$ cat config.mk
export PLATFORM = sky130hd
export DESIGN_NAME = sad_decoder
export DESIGN_NICKNAME = d
export VERILOG_FILES = /design/src/core/sad_pkg.sv /design/src/core/sad_decoder.sv /design/src/core/sad_region_match.sv /design/src/core/sad_width_check.sv
export SDC_FILE = /design/constraint.sdc
export NUM_CORES = 1
export LEC_CHECK = 0
export BUFFER_PORTS_ARGS = -buffer_cell sky130_fd_sc_hd__buf_2
export CAP_MARGIN = 5
export CORE_MARGIN = 2
export CORE_UTILIZATION = 51
export CTS_BUF_LIST = sky130_fd_sc_hd__clkbuf_2 sky130_fd_sc_hd__clkbuf_4 sky130_fd_sc_hd__clkbuf_8
export CTS_CLUSTER_SIZE = 14
export DETAILED_ROUTE_END_ITERATION = 8
export PLACE_DENSITY = 0.83
export SYNTH_ARGS = -nofsm -noshare
export SYNTH_HDL_FRONTEND = slang
export SYNTH_SLANG_ARGS = --single-unit
$ cat constraint.sdc
create_clock -name clk_sys -period 2.8 [get_ports clk_sys]
set_clock_uncertainty 0.2 [all_clocks]
set_input_delay 0.14 -clock clk_sys [delete_from_list [all_inputs] [get_ports clk_sys]]
set_output_delay 0.14 -clock clk_sys [all_outputs]
set_load 0.05 [all_outputs]
$ cat src/core/sad_pkg.sv
package sad_pkg;

    localparam int SAD_AW = 32;
    localparam int SAD_NREG = 11;
    localparam int SAD_NSEL = 10;
    localparam int SAD_WINW = 7;

    // Region indices into the boundary tables
    localparam int SAD_R_ALIAS = 0;
    localparam int SAD_R_FLASH = 1;
    localparam int SAD_R_SYSMEM = 2;
    localparam int SAD_R_UID = 3;
    localparam int SAD_R_OPTION = 4;
    localparam int SAD_R_FACTORY = 5;
    localparam int SAD_R_SRAM = 6;
    localparam int SAD_R_PBUS = 7;
    localparam int SAD_R_HBUS = 8;
    localparam int SAD_R_IOP = 9;
    localparam int SAD_R_CORE = 10;

    // Select bit positions; alias has no select of its own
    localparam int SAD_S_FLASH = 0;
    localparam int SAD_S_SYSMEM = 1;
    localparam int SAD_S_UID = 2;
    localparam int SAD_S_OPTION = 3;
    localparam int SAD_S_FACTORY = 4;
    localparam int SAD_S_SRAM = 5;
    localparam int SAD_S_PBUS = 6;
    localparam int SAD_S_HBUS = 7;
    localparam int SAD_S_IOP = 8;
    localparam int SAD_S_CORE = 9;

    localparam logic [SAD_AW-1:0] SAD_BASE [SAD_NREG] = '{
        32'h0000_0000, 32'h0800_0000, 32'h1FFF_0000, 32'h1FFF_3000,
        32'h1FFF_3080, 32'h1FFF_3100, 32'h2000_0000, 32'h4000_0000,
        32'h4002_0000, 32'h5000_0000, 32'hE000_0000};
    localparam logic [SAD_AW-1:0] SAD_LIMIT [SAD_NREG] = '{
        32'h0001_FFFF, 32'h0801_FFFF, 32'h1FFF_2FFF, 32'h1FFF_307F,
        32'h1FFF_30FF, 32'h1FFF_33FF, 32'h2000_3FFF, 32'h4001_FFFF,
        32'h4002_3BFF, 32'h5000_17FF, 32'hE00F_FFFF};

    // Upper end of SRAM when power-on configuration picks 8 KB
    localparam logic [SAD_AW-1:0] SAD_SRAM_SMALL_LIMIT = 32'h2000_1FFF;
    localparam logic [SAD_AW-1:0] SAD_PERIPH_SPACE = 32'h4000_0000;

    // 1 KB window index fields
    localparam int SAD_WIN_LSB = 10;
    localparam int SAD_PBUS_MSB = 16;
    localparam int SAD_HBUS_MSB = 13;
    localparam int SAD_IOP_MSB = 12;

    // Populated windows, one bit per 1 KB window
    localparam logic [127:0] SAD_PBUS_MAP =
        128'h0000_0000_0047_5A01_0000_0000_B9EE_5F33;
    localparam logic [15:0] SAD_HBUS_MAP = 16'h5151;
    localparam logic [7:0] SAD_IOP_MAP = 8'h27;

    localparam logic [SAD_WINW-1:0] SAD_WIN_CLOCK_RESET_CTRL = 7'h04;
    localparam logic [SAD_WINW-1:0] SAD_WIN_POWER_CTRL = 7'h1C;
    localparam logic [SAD_WINW-1:0] SAD_WIN_IO_PORT_A = 7'h00;
    localparam logic [SAD_WINW-1:0] SAD_WIN_IO_PORT_F = 7'h05;

    // Boot configuration codes for the alias at address zero
    localparam logic [1:0] SAD_BOOT_FLASH = 2'h0;
    localparam logic [1:0] SAD_BOOT_SYSMEM = 2'h1;
    localparam logic [1:0] SAD_BOOT_SRAM = 2'h2;

    localparam logic [2:0] SAD_SIZE_BYTE = 3'h0;
    localparam logic [2:0] SAD_SIZE_HALF = 3'h1;
    localparam logic [2:0] SAD_SIZE_WORD = 3'h2;

endpackage

$ cat src/core/sad_decoder.sv
`timescale 1ns/1ps
`default_nettype none
module sad_decoder import sad_pkg::*; (
    input wire logic clk_sys,
    input wire logic rst_b,
    input wire logic req_valid,
    input wire logic [SAD_AW-1:0] req_addr,
    input wire logic [2:0] req_size,
    input wire logic req_write,
    input wire logic [1:0] boot_sel,
    input wire logic sram_cfg_8k,
    output logic dec_valid_reg,
    output logic [SAD_NSEL-1:0] sel_reg,
    output logic [SAD_WINW-1:0] win_reg,
    output logic wr_en_reg,
    output logic zero_rdata_reg,
    output logic err_resp_reg,
    output logic hard_fault_reg
);
    logic [SAD_NREG-1:0] hit;
    logic width_ok;
    logic sram_small_reg, sram_small_next;
    logic cfg_taken_reg, cfg_taken_next;
    logic dec_valid_next, wr_en_next, zero_rdata_next;
    logic err_resp_next, hard_fault_next;
    logic [SAD_NSEL-1:0] sel_next;
    logic [SAD_WINW-1:0] win_next;
    logic [SAD_WINW-1:0] pbus_idx, hbus_idx, iop_idx;
    logic sram_hit, win_hit, is_crc, is_pwr, mapped;

    sad_region_match #(.NREG(SAD_NREG)) u_match (
        .addr(req_addr),
        .hit(hit)
    );

    assign pbus_idx = req_addr[SAD_PBUS_MSB:SAD_WIN_LSB];
    assign hbus_idx = {3'h0, req_addr[SAD_HBUS_MSB:SAD_WIN_LSB]};
    assign iop_idx = {4'h0, req_addr[SAD_IOP_MSB:SAD_WIN_LSB]};
    assign is_crc = hit[SAD_R_HBUS] && (hbus_idx == SAD_WIN_CLOCK_RESET_CTRL);
    assign is_pwr = hit[SAD_R_PBUS] && (pbus_idx == SAD_WIN_POWER_CTRL);

    sad_width_check u_width (
        .size(req_size),
        .in_clock_reset_ctrl(is_crc),
        .in_power_ctrl(is_pwr),
        .width_ok(width_ok)
    );

    // Size strap is caught after reset release, never under reset
    always_comb begin
        cfg_taken_next = 1'b1;
        sram_small_next = cfg_taken_reg ? sram_small_reg : sram_cfg_8k;
    end

    always_ff @(posedge clk_sys) begin
        if (!rst_b) begin
            cfg_taken_reg <= 1'b0;
            sram_small_reg <= 1'b0;
        end else begin
            cfg_taken_reg <= cfg_taken_next;
            sram_small_reg <= sram_small_next;
        end
    end

    // SRAM top moves down with the strap
    assign sram_hit = hit[SAD_R_SRAM] &&
        (!sram_small_reg || req_addr <= SAD_SRAM_SMALL_LIMIT);

    always_comb begin
        sel_next = '0;
        win_next = '0;
        win_hit = 1'b0;
        if (hit[SAD_R_ALIAS]) begin
            if (boot_sel == SAD_BOOT_SYSMEM) begin
                sel_next[SAD_S_SYSMEM] = 1'b1;
            end else if (boot_sel == SAD_BOOT_SRAM) begin
                sel_next[SAD_S_SRAM] = 1'b1;
            end else begin
                sel_next[SAD_S_FLASH] = 1'b1;
            end
        end else if (hit[SAD_R_FLASH]) begin
            sel_next[SAD_S_FLASH] = 1'b1;
        end else if (hit[SAD_R_SYSMEM]) begin
            sel_next[SAD_S_SYSMEM] = 1'b1;
        end else if (hit[SAD_R_UID]) begin
            sel_next[SAD_S_UID] = 1'b1;
        end else if (hit[SAD_R_OPTION]) begin
            sel_next[SAD_S_OPTION] = 1'b1;
        end else if (hit[SAD_R_FACTORY]) begin
            sel_next[SAD_S_FACTORY] = 1'b1;
        end else if (sram_hit) begin
            sel_next[SAD_S_SRAM] = 1'b1;
        end else if (hit[SAD_R_PBUS]) begin
            win_hit = SAD_PBUS_MAP[pbus_idx];
            sel_next[SAD_S_PBUS] = win_hit;
            win_next = pbus_idx;
        end else if (hit[SAD_R_HBUS]) begin
            win_hit = SAD_HBUS_MAP[hbus_idx[3:0]];
            sel_next[SAD_S_HBUS] = win_hit;
            win_next = hbus_idx;
        end else if (hit[SAD_R_IOP]) begin
            win_hit = SAD_IOP_MAP[iop_idx[2:0]];
            sel_next[SAD_S_IOP] = win_hit;
            win_next = iop_idx;
        end else if (hit[SAD_R_CORE]) begin
            sel_next[SAD_S_CORE] = 1'b1;
        end
        // A width the target refuses turns the access into an error
        if (!width_ok || !req_valid) begin
            sel_next = '0;
        end
        if (sel_next == '0) begin
            win_next = '0;
        end
    end

    // Error path only when no select fires
    always_comb begin
        dec_valid_next = req_valid;
        mapped = (sel_next != '0);
        err_resp_next = req_valid && !mapped;
        hard_fault_next = req_valid && !mapped &&
            (req_addr >= SAD_PERIPH_SPACE);
        zero_rdata_next = err_resp_next && !req_write;
        wr_en_next = req_valid && req_write && mapped;
    end

    always_ff @(posedge clk_sys) begin
        if (!rst_b) begin
            dec_valid_reg <= 1'b0;
            sel_reg <= '0;
            win_reg <= '0;
            wr_en_reg <= 1'b0;
            zero_rdata_reg <= 1'b0;
            err_resp_reg <= 1'b0;
            hard_fault_reg <= 1'b0;
        end else begin
            dec_valid_reg <= dec_valid_next;
            sel_reg <= sel_next;
            win_reg <= win_next;
            wr_en_reg <= wr_en_next;
            zero_rdata_reg <= zero_rdata_next;
            err_resp_reg <= err_resp_next;
            hard_fault_reg <= hard_fault_next;
        end
    end
endmodule // sad_decoder
`default_nettype wire

$ cat src/core/sad_region_match.sv
`timescale 1ns/1ps
`default_nettype none
module sad_region_match import sad_pkg::*; #(
    parameter int NREG = SAD_NREG
) (
    input wire logic [SAD_AW-1:0] addr,
    output logic [NREG-1:0] hit
);
    // Pure compare; one comparator pair per region
    for (genvar i = 0; i < NREG; i++) begin : g_reg
        assign hit[i] = (addr >= SAD_BASE[i]) && (addr <= SAD_LIMIT[i]);
    end
endmodule // sad_region_match
`default_nettype wire

$ cat src/core/sad_width_check.sv
`timescale 1ns/1ps
`default_nettype none
module sad_width_check import sad_pkg::*; (
    input wire logic [2:0] size,
    input wire logic in_clock_reset_ctrl,
    input wire logic in_power_ctrl,
    output logic width_ok
);
    always_comb begin
        if (size > SAD_SIZE_WORD) begin
            width_ok = 1'b0;
        end else if (in_clock_reset_ctrl) begin
            width_ok = 1'b1;
        end else if (in_power_ctrl) begin
            width_ok = (size != SAD_SIZE_BYTE);
        end else begin
            width_ok = 1'b1;
        end
    end
endmodule // sad_width_check
`default_nettype wire

# After elaboration in Yosys (flattened, before gate mapping)

Memory sizes are Yosys's and may differ from the RTL's.
Index checks and enable logic that the tools add are counted.

Logic and storage cells: 113
Memories: 3
Bits in read-only memories: 152
Output and inout port bits: 22
Input bits: 42
Flip-flop bits (word level): 24

Equal/unequal tests: 4
Reductions and logical operators: 30
Bitwise logic cells: 1
Muxes and demuxes: 39
$lt $le $gt $ge: 27

Memory list:

| memory           | depth | bits a word | read ports | clocked after Yosys merged registers in | write ports | line               | source |
|---|---|---|---|---|---|---|---|
| (name not given) | 128   | 1           | 1          | 0                                       | 0           | sad_decoder.sv:94  | `win_hit = SAD_PBUS_MAP[pbus_idx];` |
| (name not given) | 16    | 1           | 1          | 0                                       | 0           | sad_decoder.sv:98  | `win_hit = SAD_HBUS_MAP[hbus_idx[3:0]];` |
| (name not given) | 8     | 1           | 1          | 0                                       | 0           | sad_decoder.sv:102 | `win_hit = SAD_IOP_MAP[iop_idx[2:0]];` |

Operators with widths:

| operator             | number |
|---|---|
| $ge 32x29->1 const B | 4 |
| $le 32x29->1 const B | 4 |
| $ge 32x31->1 const B | 3 |
| $le 32x31->1 const B | 3 |
| $le 32x30->1 const B | 2 |
| $ge 32x1->1 const B  | 1 |
| $ge 32x28->1 const B | 1 |
| $ge 32x30->1 const B | 1 |
| $ge 32x32->1 const B | 1 |
| $le 32x17->1 const B | 1 |
| $le 32x28->1 const B | 1 |
| $le 32x32->1 const B | 1 |
| $mux 1               | 24 |
| $logic_and 1x1->1    | 19 |
| $mux 7               | 2 |
| $mux 4               | 3 |
| $logic_not 10->1     | 1 |
| $mux 10              | 1 |
| $reduce_bool 10->1   | 1 |
| $mux 3               | 3 |
| $mux 9               | 1 |
| $reduce_or 9->1      | 1 |
| $lt 7x8->1 const B   | 1 |
| $mux 8               | 1 |
| 14 further kinds     | 20 |

# Depth between registers and ports, before layout

Gate-level depths: netlist of run 1.

Word-level depth: 18
Depth in mapped cells: 9
Depth with buffers taken out: 9

# Modules after synthesis

A second synthesis of run 1 with hierarchy kept.

Cells, all modules: 168
Area total of the unflattened synthesis: 1,441.4 um^2

By module, submodules not included:

| module           | area an instance (um^2) | instances | sequential area each (um^2) | cells an instance |
|---|---|---|---|---|
| sad_decoder      | 1,153.6                 | 1         | 480.5                       | 125 |
| sad_region_match | 265.3                   | 1         | 0.0                         | 41 |
| sad_width_check  | 22.5                    | 1         | 0.0                         | 2 |

# Least setup slack after synthesis of run 1

No wires, ideal clock.

Kind: input to register
Start: input req_addr[10]
End: register win_reg[2]
Arrival: 1.885 ns
Cell stages on the path: 9
Data required time: 2.484 ns
Buffers on the path: 0
Slack: 0.599 ns
Setup time: 0.116 ns
Cells stage by stage: inv_1 ha_1 mux2i_1 a2111oi_0 nor4_1 and3_4 o311ai_4 a21boi_4 and3b_1

Word-level cells in the longest chain between the ends: 16
Elaborated cells between the ends (all ways): 80
Those cells by class: order compare: 23; eq/ne: 2; mux: 33; reduce/logical: 19; memory: 3

RTL lines:

| element                                      | line                   | source |
|---|---|---|
| start, declared                              | sad_decoder.sv:7       | `input wire logic [SAD_AW-1:0] req_addr,` |
| $ge 32x32->1 or $le 32x32->1 (tied branches) | sad_region_match.sv:11 | `assign hit[i] = (addr >= SAD_BASE[i]) && (addr <= SAD_LIMIT[i]);` |
| $logic_and 1x1->1                            | sad_region_match.sv:11 |  |
| $mux 1                                       | sad_decoder.sv:105     | `end else if (hit[SAD_R_CORE]) begin` |
| $mux 1                                       | sad_decoder.sv:101     | `end else if (hit[SAD_R_IOP]) begin` |
| $mux 2                                       | sad_decoder.sv:97      | `end else if (hit[SAD_R_HBUS]) begin` |
| $mux 3                                       | sad_decoder.sv:93      | `end else if (hit[SAD_R_PBUS]) begin` |
| $mux 4                                       | sad_decoder.sv:91      | `end else if (sram_hit) begin` |
| $mux 5                                       | sad_decoder.sv:89      | `end else if (hit[SAD_R_FACTORY]) begin` |
| $mux 6                                       | sad_decoder.sv:87      | `end else if (hit[SAD_R_OPTION]) begin` |
| $mux 7                                       | sad_decoder.sv:85      | `end else if (hit[SAD_R_UID]) begin` |
| $mux 8                                       | sad_decoder.sv:83      | `end else if (hit[SAD_R_SYSMEM]) begin` |
| $mux 9                                       | sad_decoder.sv:81      | `end else if (hit[SAD_R_FLASH]) begin` |
| $mux 4                                       | sad_decoder.sv:73      | `if (hit[SAD_R_ALIAS]) begin` |
| $mux 10                                      | sad_decoder.sv:109     | `if (!width_ok \|\| !req_valid) begin` |
| $logic_not 10->1                             | sad_decoder.sv:112     | `if (sel_next == '0) begin` |
| $reduce_or 9->1 (no line)                    | --                     |  |
| end signal, assigned                         | sad_decoder.sv:140     | `win_reg <= win_next;` |
| end, declared                                | sad_decoder.sv:14      | `output logic [SAD_WINW-1:0] win_reg,` |

Parallel ways exist; a longest one is shown, timed or not. The select of a mux whose other input is x is not followed.
A chain may end at the register's enable or synchronous reset.

# Worst setup path in the final report of run 1

Start: input req_addr[11]
End: register win_reg[2]

The elaborated chain is that of the path after synthesis.

==> results.sh, run 1 <==
export IMPL_outcome="finished with violations"
export IMPL_violations="negative hold slack"
export IMPL_powerDensity_nw_per_um2=350
export IMPL_synth_commonest_cells="dfxtp_1, nor2_1, nand2_1"
export IMPL_port_buffer_count=63
export IMPL_hold_class="input port to flip-flop"
export IMPL_synth_area_um2=1660
export IMPL_yosys_most_used_dff="dfxtp_1"
export IMPL_post_drt_wl_per_cell_um=13.3
export IMPL_grt_pass1_wl_mm=6.51
export IMPL_timing_final_crit_share=0.951
export IMPL_clock_latency_ps=320
export IMPL_die_y_um=61.0
export IMPL_std_cell_rows=20
export IMPL_maxCapViolations=0
export IMPL_ios=64
export IMPL_slowest_delay_ps=520
export IMPL_ir_worst_vdd_mv=0.237
export IMPL_slowest_stage="dlygate4sd3_1"
export IMPL_drc=0
export IMPL_cp_start_kind="input port"
export IMPL_grt_pass1_vias=1580
export IMPL_die_x_um=61.0
export IMPL_ys_seq_elements=24
export IMPL_core_um2=3080
export IMPL_num_vias=1736
export IMPL_dpl_hpwl_mm=3.32
export IMPL_die_area_um2=3730
export IMPL_intPower_mw=0.557
export IMPL_start_util=0.539
export IMPL_critPathRequiredTime_ps=2820
export IMPL_synth_top_area_frac=0.290
export IMPL_nets=315
export IMPL_drtIter0Drc=44
export IMPL_post_route_util=0.701
export IMPL_place_ws_ps=252
export IMPL_critical_path_class="input port to flip-flop"
export IMPL_clock_sinks=24
export IMPL_dr_pass1_iters=4
export IMPL_cts_buffers=3
export IMPL_ys_seq_area_frac=0.290
export IMPL_layout_drive_gt1_share=0.330
export IMPL_synthArstFlopShare=0
export IMPL_setup_tns_ps=0
export IMPL_syn_num_nets=242
export IMPL_yosysWarnings=0
export IMPL_largest_register_ffs=10
export IMPL_hold_viol_final=1
export IMPL_worstPathArrival_ps=2680
export IMPL_viasPerCell=5.64
export IMPL_clk_pin_slew_ps=130
export IMPL_area_growth_syn_to_layout_pct=30.1
export IMPL_slew_headroom=0.653
export IMPL_cts_tree="built"
export IMPL_dp_cells=295
export IMPL_p_seq_frac=0.461
export IMPL_p_leak_nw=0.941
export IMPL_finalCriticalPeriod_ps=2660
export IMPL_regArea_um2=480
export IMPL_setup_violations=0
export IMPL_path_cells="dlygate4sd3_1, buf_2, inv_1, ha_1, mux2i_1, a2111oi_2, nor4_1, and3_4, o311ai_4, a21boi_4, and3b_1"
export IMPL_cts_root_buf="clkbuf_4"
export IMPL_fmax_ghz=0.376
export IMPL_fin_area_um2=2160
export IMPL_slew_violations=0
export IMPL_cp_end_kind="flip-flop"
export IMPL_antenna_cells=0
export IMPL_tightestPinTransition_ps=517
export IMPL_pwr_share_clk=0.325
export IMPL_yosysTopAreaCell="dfxtp_1"
export IMPL_antenna_found_initial=0
export IMPL_pwr_share_comb=0.214
export IMPL_grt_max_degree=15
export IMPL_clock_path_buffers=2
export IMPL_p_switching_mw=0.199
export IMPL_htree_levels=1
export IMPL_power_mw=0.756
export IMPL_netlist_top_cells_area="dfxtp_1, ha_1, nor2_1, nand2_1, nor3_1"
export IMPL_final_cells=308
export IMPL_wirelength_mm=4.09
export IMPL_switching_share=0.263
export IMPL_fillers=275
export IMPL_multi_input_area_um2=1140
export IMPL_crit_path_max_fanout=9
export IMPL_grt_use_total=0.232
export IMPL_setup_ws_ps=137
export IMPL_placed_cell_area_um2=2010
export IMPL_synth_avg_cell_area_um2=8.64
export IMPL_yosysUniqueCellTypes=56
export IMPL_ant_nets=0
export IMPL_synth_edff_count=0
export IMPL_hold_ws_ps=-1.77
export IMPL_gp_congestion=0.957
export IMPL_synthCells=192
export IMPL_gr_total_overflow=0
power groups by stage:
stage | clock, mW | sequential, mW | combinational (mW)
final | 0.245 | 0.348 | 0.162
after global routing | 0.262 | 0.349 | 0.177
after CTS | 0.246 | 0.348 | 0.158
after detailed placement | 0 | 0.356 | 0.149
after global placement | 0 | 0.356 | 0.147
after floorplan | 0 | 0.370 | 0.0693
final timing paths:
path | startpoint | end | slack [ps] | cells after the start
max | req_addr[11] | win_reg[2] | 140 | 11
min | req_addr[9] | sel_reg[2] | -2 | 4
max reg2reg | sram_small_reg | zero_rdata_reg | 1270 | 5
min reg2reg | cfg_taken_reg | sram_small_reg | 340 | 2
layout make-up:
| cell class | instances | share of cell area |
|---|---|---|
| Multi-Input combinational cell | 156 | 0.527 |
| Sequential cell | 24 | 0.223 |
| Timing Repair Buffer | 72 | 0.187 |
| Tap cell | 44 | 0.0255 |
| Clock inverter | 1 | 0.0139 |
| Inverter | 8 | 0.0139 |
| Clock buffer | 3 | 0.0104 |
layout by cell type (no fill, tap or decap), types with 3 or more instances in the layout:
master / count
and2_1: 6
and3_1: 4
and4b_1: 3
buf_2: 63
clkbuf_4: 3
dfxtp_1: 24
dlygate4sd3_1: 8
ha_1: 8
inv_1: 8
mux2i_1: 3
nand2_1: 17
nand2b_1: 3
nand3_1: 6
nand4_1: 7
nand4b_1: 3
nor2_1: 24
nor2b_1: 3
nor3_1: 9
nor3b_2: 3
nor4_1: 6
o21a_1: 4
o21ai_0: 4
cell families after synthesis:
kind of cell	share of synthesized area
simple gates	0.435
fa+ha+maj	0.0603
other cells	0.00226
flops	0.290
buf+inv	0.0287
compound gates	0.166
mux	0.0181
critical path: cells and delay by family:
| family | cells | cell delay [ps] |
|---|---|---|
| buffers and inverters | 3 | 820 |
| AO/OA/AOI/OAI | 3 | 860 |
| AND/OR/NAND/NOR | 3 | 500 |
| multiplexers | 1 | 70 |
| adder cells (fa/ha/maj) | 1 | 280 |
routing by layer:
layer  vias up  wire [µm]  track usage  part of all wire
met2        82       2010        0.401              0.49
met4         0         58        0.109             0.014
met1       785       1790        0.283              0.44
li1        864          -            -                 -
met3         5        234       0.0315             0.057
met5         -          0            0                 0
what timing repair did:
item	in CTS	in global routing
hold buffers	8	0
resized for setup	0	2
endpoints found under the hold margin	10	0
setup endpoints to repair	0	5
setup buffers	0	1
Power figures use the tool's default switching activity.
==> run 2, diff against run 1 <==
- CORE_ASPECT_RATIO: not set -> 1.1
==> results.sh, run 2 (synthesis results as in run 1) <==
export IMPL_post_drt_wl_per_cell_um=13.6
export IMPL_slowest_stage="dlygate4sd3_1"
export IMPL_finalCriticalPeriod_ps=2730
export IMPL_ant_nets=0
export IMPL_gr_total_overflow=0
export IMPL_gp_congestion=0.876
export IMPL_cp_start_kind="input port"
export IMPL_nets=316
export IMPL_p_leak_nw=0.945
export IMPL_clk_pin_slew_ps=130
export IMPL_setup_tns_ps=0
export IMPL_fillers=254
export IMPL_start_util=0.540
export IMPL_timing_final_crit_share=0.975
export IMPL_critPathRequiredTime_ps=2830
export IMPL_clock_path_buffers=2
export IMPL_ios=64
export IMPL_slowest_delay_ps=520
export IMPL_rsz0062_at_grt="false"
export IMPL_worstPathArrival_ps=2760
export IMPL_setup_ws_ps=70.6
export IMPL_p_switching_mw=0.195
export IMPL_layout_common_cells="buf_2, nor2_1, dfxtp_1"
export IMPL_hold_ws_ps=15.5
export IMPL_grt_use_total=0.234
export IMPL_cp_end_kind="flip-flop"
export IMPL_path_cells="dlygate4sd3_1, buf_2, inv_1, ha_1, mux2i_1, a2111oi_0, nor4_1, and3_4, o311ai_4, a21boi_4, and3b_1"
export IMPL_powerDensity_nw_per_um2=350
export IMPL_layout_drive_gt1_share=0.325
export IMPL_post_cts_buffers=0
export IMPL_std_cell_rows=21
export IMPL_critical_path_class="input port to flip-flop"
export IMPL_htree_levels=1
export IMPL_final_cells=299
export IMPL_pwr_share_clk=0.324
export IMPL_clock_sinks=24
export IMPL_die_area_um2=3730
export IMPL_slew_violations=0
export IMPL_wirelength_mm=4.06
export IMPL_die_y_um=63.8
export IMPL_final_common_cell="buf_2"
export IMPL_drtIter0Drc=91
export IMPL_antenna_found_initial=0
export IMPL_largest_register_ffs=10
export IMPL_cts_root_buf="clkbuf_4"
export IMPL_pwr_share_comb=0.214
export IMPL_viasPerCell=5.80
export IMPL_area_growth_syn_to_layout_pct=29.6
export IMPL_place_ws_ps=268
export IMPL_p_seq_frac=0.463
export IMPL_hold_class="input port to flip-flop"
export IMPL_intPower_mw=0.558
export IMPL_ir_worst_vdd_mv=0.498
export IMPL_fmax_ghz=0.366
export IMPL_dp_cells=286
export IMPL_hold_viol_final=0
export IMPL_drc=0
export IMPL_crit_path_max_fanout=9
export IMPL_num_vias=1735
export IMPL_core_um2=3070
export IMPL_cts_resized=0
export IMPL_cts_buffers=3
export IMPL_power_mw=0.753
export IMPL_port_buffer_count=63
export IMPL_grt_max_degree=15
export IMPL_maxCapViolations=0
export IMPL_cts_tree="built"
export IMPL_dpl_hpwl_mm=3.33
export IMPL_grt_pass1_wl_mm=6.89
export IMPL_clock_latency_ps=310
export IMPL_setup_violations=0
export IMPL_die_x_um=58.4
export IMPL_switching_share=0.259
export IMPL_antenna_cells=0
export IMPL_grt_pass1_vias=1613
export IMPL_outcome="finished, final reports clean"
export IMPL_hold_buffers=9
export IMPL_dr_pass1_iters=4
run 2: path summary, 6_finish.rpt:
check / from / end / slack (ps) / cells after the start
worst max-delay path: req_addr[11] / win_reg[2] / 70 / 11
worst min-delay path: req_addr[13] / win_reg[3] / 20 / 2
worst max register to register: sram_small_reg / wr_en_reg / 1280 / 5
worst min register to register: cfg_taken_reg / sram_small_reg / 370 / 2
run 2: final cells by class:
class	instances	area [µm²]	area share
multi-input combinational	156	1130	0.526
sequential	24	480	0.224
timing repair buffer	73	413	0.192
tap	34	42.5	0.0198
clock inverter	1	30.0	0.0140
inverter	8	30.0	0.0140
clock buffer	3	22.5	0.0105
run 2: critical path: cells and delay by family:
kind	cells	cell delay, ps
adder cells (fa/ha/maj)	1	280
buffers and inverters	3	800
AND/OR/NAND/NOR	3	500
multiplexers	1	60
AO/OA/AOI/OAI	3	970
run 2: power by group through the flow:
stage	Combinational (mW)	Clock, mW	Sequential [mW]
4_1_cts	0.159	0.248	0.348
2_1_floorplan	0.0693	0	0.370
3_3_place_gp	0.147	0	0.356
5_1_grt	0.177	0.264	0.349
6_report	0.161	0.244	0.348
3_5_place_dp	0.149	0	0.356
run 2: through the flow:
stage          utilization  area, µm²
2_1_floorplan            -       1660
3_3_place_gp         0.653       2010
3_5_place_dp         0.653       2010
4_1_cts              0.699       2150
5_1_grt              0.699       2150
6_report             0.699       2150
run 2: metal layers:
metal | routed length, µm | GRT usage | vias to the layer above | share of wire
met5 | 0 | 0 | - | 0
met4 | 108 | 0.105 | 0 | 0.027
met3 | 351 | 0.0304 | 12 | 0.086
met2 | 1940 | 0.393 | 93 | 0.48
met1 | 1660 | 0.292 | 763 | 0.41
li1 | - | - | 867 | -
==> run 3, diff against run 2 <==
- CAP_MARGIN: 5 -> not set
- CORE_UTILIZATION: 51 -> 49
- SYNTH_HIERARCHICAL: not set -> 1
==> results.sh, run 3 <==
export IMPL_slew_violations=0
export IMPL_fmax_ghz=0.366
export IMPL_dr_pass1_iters=4
export IMPL_area_growth_syn_to_layout_pct=50.0
export IMPL_synth_area_um2=1440
export IMPL_slew_headroom=0.675
export IMPL_ys_seq_area_frac=0.333
export IMPL_drtIter0Drc=58
export IMPL_outcome="finished, final reports clean"
export IMPL_hold_viol_final=0
export IMPL_worstPathArrival_ps=2750
export IMPL_post_drt_wl_per_cell_um=14.0
export IMPL_critical_path_class="input port to flip-flop"
export IMPL_setup_tns_ps=0
export IMPL_cp_start_kind="input port"
export IMPL_grt_pass1_vias=1516
export IMPL_gp_congestion=0.940
export IMPL_slowest_delay_ps=360
export IMPL_ant_nets=0
export IMPL_slowest_stage="a32o_2"
export IMPL_die_x_um=55.7
export IMPL_syn_num_nets=215
export IMPL_nets=318
export IMPL_htree_levels=1
export IMPL_reg2reg_slack_ps=870
export IMPL_final_common_cell="buf_2"
export IMPL_timing_final_crit_share=0.976
export IMPL_grt_use_total=0.240
export IMPL_clock_latency_ps=290
export IMPL_yosys_most_used_dff="dfxtp_1"
export IMPL_clock_path_buffers=2
export IMPL_crit_path_frequent_cell="nor3_2"
export IMPL_core_um2=2780
export IMPL_std_cell_rows=20
export IMPL_yosysMostFrequentCell="dfxtp_1"
export IMPL_yosysWarnings=6
export IMPL_clk_pin_slew_ps=120
export IMPL_critPathRequiredTime_ps=2820
export IMPL_synth_edff_count=0
export IMPL_synth_avg_cell_area_um2=8.58
export IMPL_synth_top_area_frac=0.333
export IMPL_start_util=0.519
export IMPL_r2r_start="sram_small_reg"
export IMPL_synth_commonest_cells="dfxtp_1, nand2_1, nor2_1"
export IMPL_die_y_um=60.9
export IMPL_path_cells="buf_2, nor4_4, nand3_2, nor3_2, inv_1, nor3_2, nor4b_2, a211oi_2, nand2_1, and4bb_2, o2111ai_1, a32o_2, a211oi_1"
export IMPL_powerDensity_nw_per_um2=295
export IMPL_viasPerCell=5.69
export IMPL_setup_violations=0
export IMPL_wirelength_mm=4.22
export IMPL_tightestPinTransition_ps=481
export IMPL_holdCritStartpoint="req_addr[10]"
export IMPL_antenna_cells=0
export IMPL_layout_common_cells="buf_2, buf_4, dfxtp_1"
export IMPL_die_area_um2=3390
export IMPL_startpoint="req_addr[23]"
export IMPL_finalCriticalPeriod_ps=2730
export IMPL_yosysUniqueCellTypes=52
export IMPL_ys_seq_elements=24
export IMPL_layout_drive_gt1_share=0.454
export IMPL_maxCapViolations=0
export IMPL_ios=64
export IMPL_cts_tree="built"
export IMPL_cts_root_buf="clkbuf_4"
export IMPL_netlist_top_cells_area="dfxtp_1, nand2_1, nor2_1, ha_1, nand3_1"
export IMPL_clock_sinks=24
export IMPL_cp_end_kind="flip-flop"
export IMPL_cts_buffers=3
export IMPL_largest_register_ffs=10
export IMPL_synthArstFlopShare=0
export IMPL_crit_path_max_fanout=5
export IMPL_hold_ws_ps=16.6
export IMPL_ir_worst_vdd_mv=0.306
export IMPL_dpl_hpwl_mm=3.16
export IMPL_grt_pass1_wl_mm=6.44
export IMPL_hold_class="input port to flip-flop"
export IMPL_grt_max_degree=13
export IMPL_p_leak_nw=0.944
export IMPL_drc=0
export IMPL_yosysTopAreaCell="dfxtp_1"
export IMPL_gr_total_overflow=0
export IMPL_port_buffer_count=56
export IMPL_antenna_found_initial=0
export IMPL_synthCells=168
export IMPL_num_vias=1718
[run 3: cell count changes after synthesis, sizes merged, moves of 4 or more]
cell	previous run	this run
nand3	7	12
and3	5	1
o21ai	6	2
a211oi	1	7
and2	6	2
nor2	24	17
[run 3: metal layers]
metal | wire [µm] | track usage | up-vias | share of wire
met1 | 1710 | 0.295 | 784 | 0.40
met2 | 2170 | 0.444 | 83 | 0.52
li1 | - | - | 844 | -
met5 | 0 | 0 | - | 0
met4 | 68 | 0.105 | 0 | 0.016
met3 | 271 | 0.0128 | 7 | 0.064
[run 3: worst paths after layout]
kind,to,depth (start not counted)
max,win_reg[4],13
min,sel_reg[8],4
max reg2reg,sel_reg[8],5
min reg2reg,sram_small_reg,2
[run 3: metrics by stage]
step | worst slack [ps] | power, mW | instance area, µm² | util | std cells
global placement | -135 | 0.490 | 2020 | 0.729 | 291
finish | 67.6 | 0.638 | 2160 | 0.778 | 302
floorplan | 3.91 | 0.413 | 1450 | - | 168
detailed placement | -270 | 0.493 | 2020 | 0.729 | 291
CTS | 30.1 | 0.633 | 2100 | 0.755 | 299
global route | -82.9 | 0.669 | 2160 | 0.778 | 302
[run 3: report_power, final]
group          leakage, nW  internal (mW)  switching [mW]
clock               0.0138         0.0501          0.0880
combinational        0.735         0.0681          0.0829
sequential           0.195          0.347         0.00208
[run 3: cell type report]
type,count,area [µm²]
Sequential cell,24,480
Multi-Input combinational cell,134,965
Inverter,8,30.0
Timing Repair Buffer,100,623
Clock buffer,3,22.5
Fill cell,204,616
Tap cell,33,41.3
[run 3: worst max-delay path: cells and delay by family]
| family | cells | cell delay, ps |
|---|---|---|
| compound gates | 4 | 1060 |
| buf+inv | 2 | 210 |
| simple gates | 7 | 1330 |
[run 3: kinds of logic after synthesis]
logic type                 count (synthesis)  share of synthesized area
AOI/OAI and AO/OA                         26                      0.143
other                                      1                    0.00260
DFF                                       24                      0.333
and+or+nand+nor                           97                      0.410
muxes                                      4                     0.0278
buffers and inverters                     11                     0.0399
adders and majority gates                  5                     0.0434
[run 3: repair_timing]
action / in CTS / in global routing
gates resized for setup: 0 / 8
setup endpoints to repair: 0 / 10
endpoints found under the hold margin: 10 / 0
setup buffers: 0 / 2
hold buffers: 5 / 0
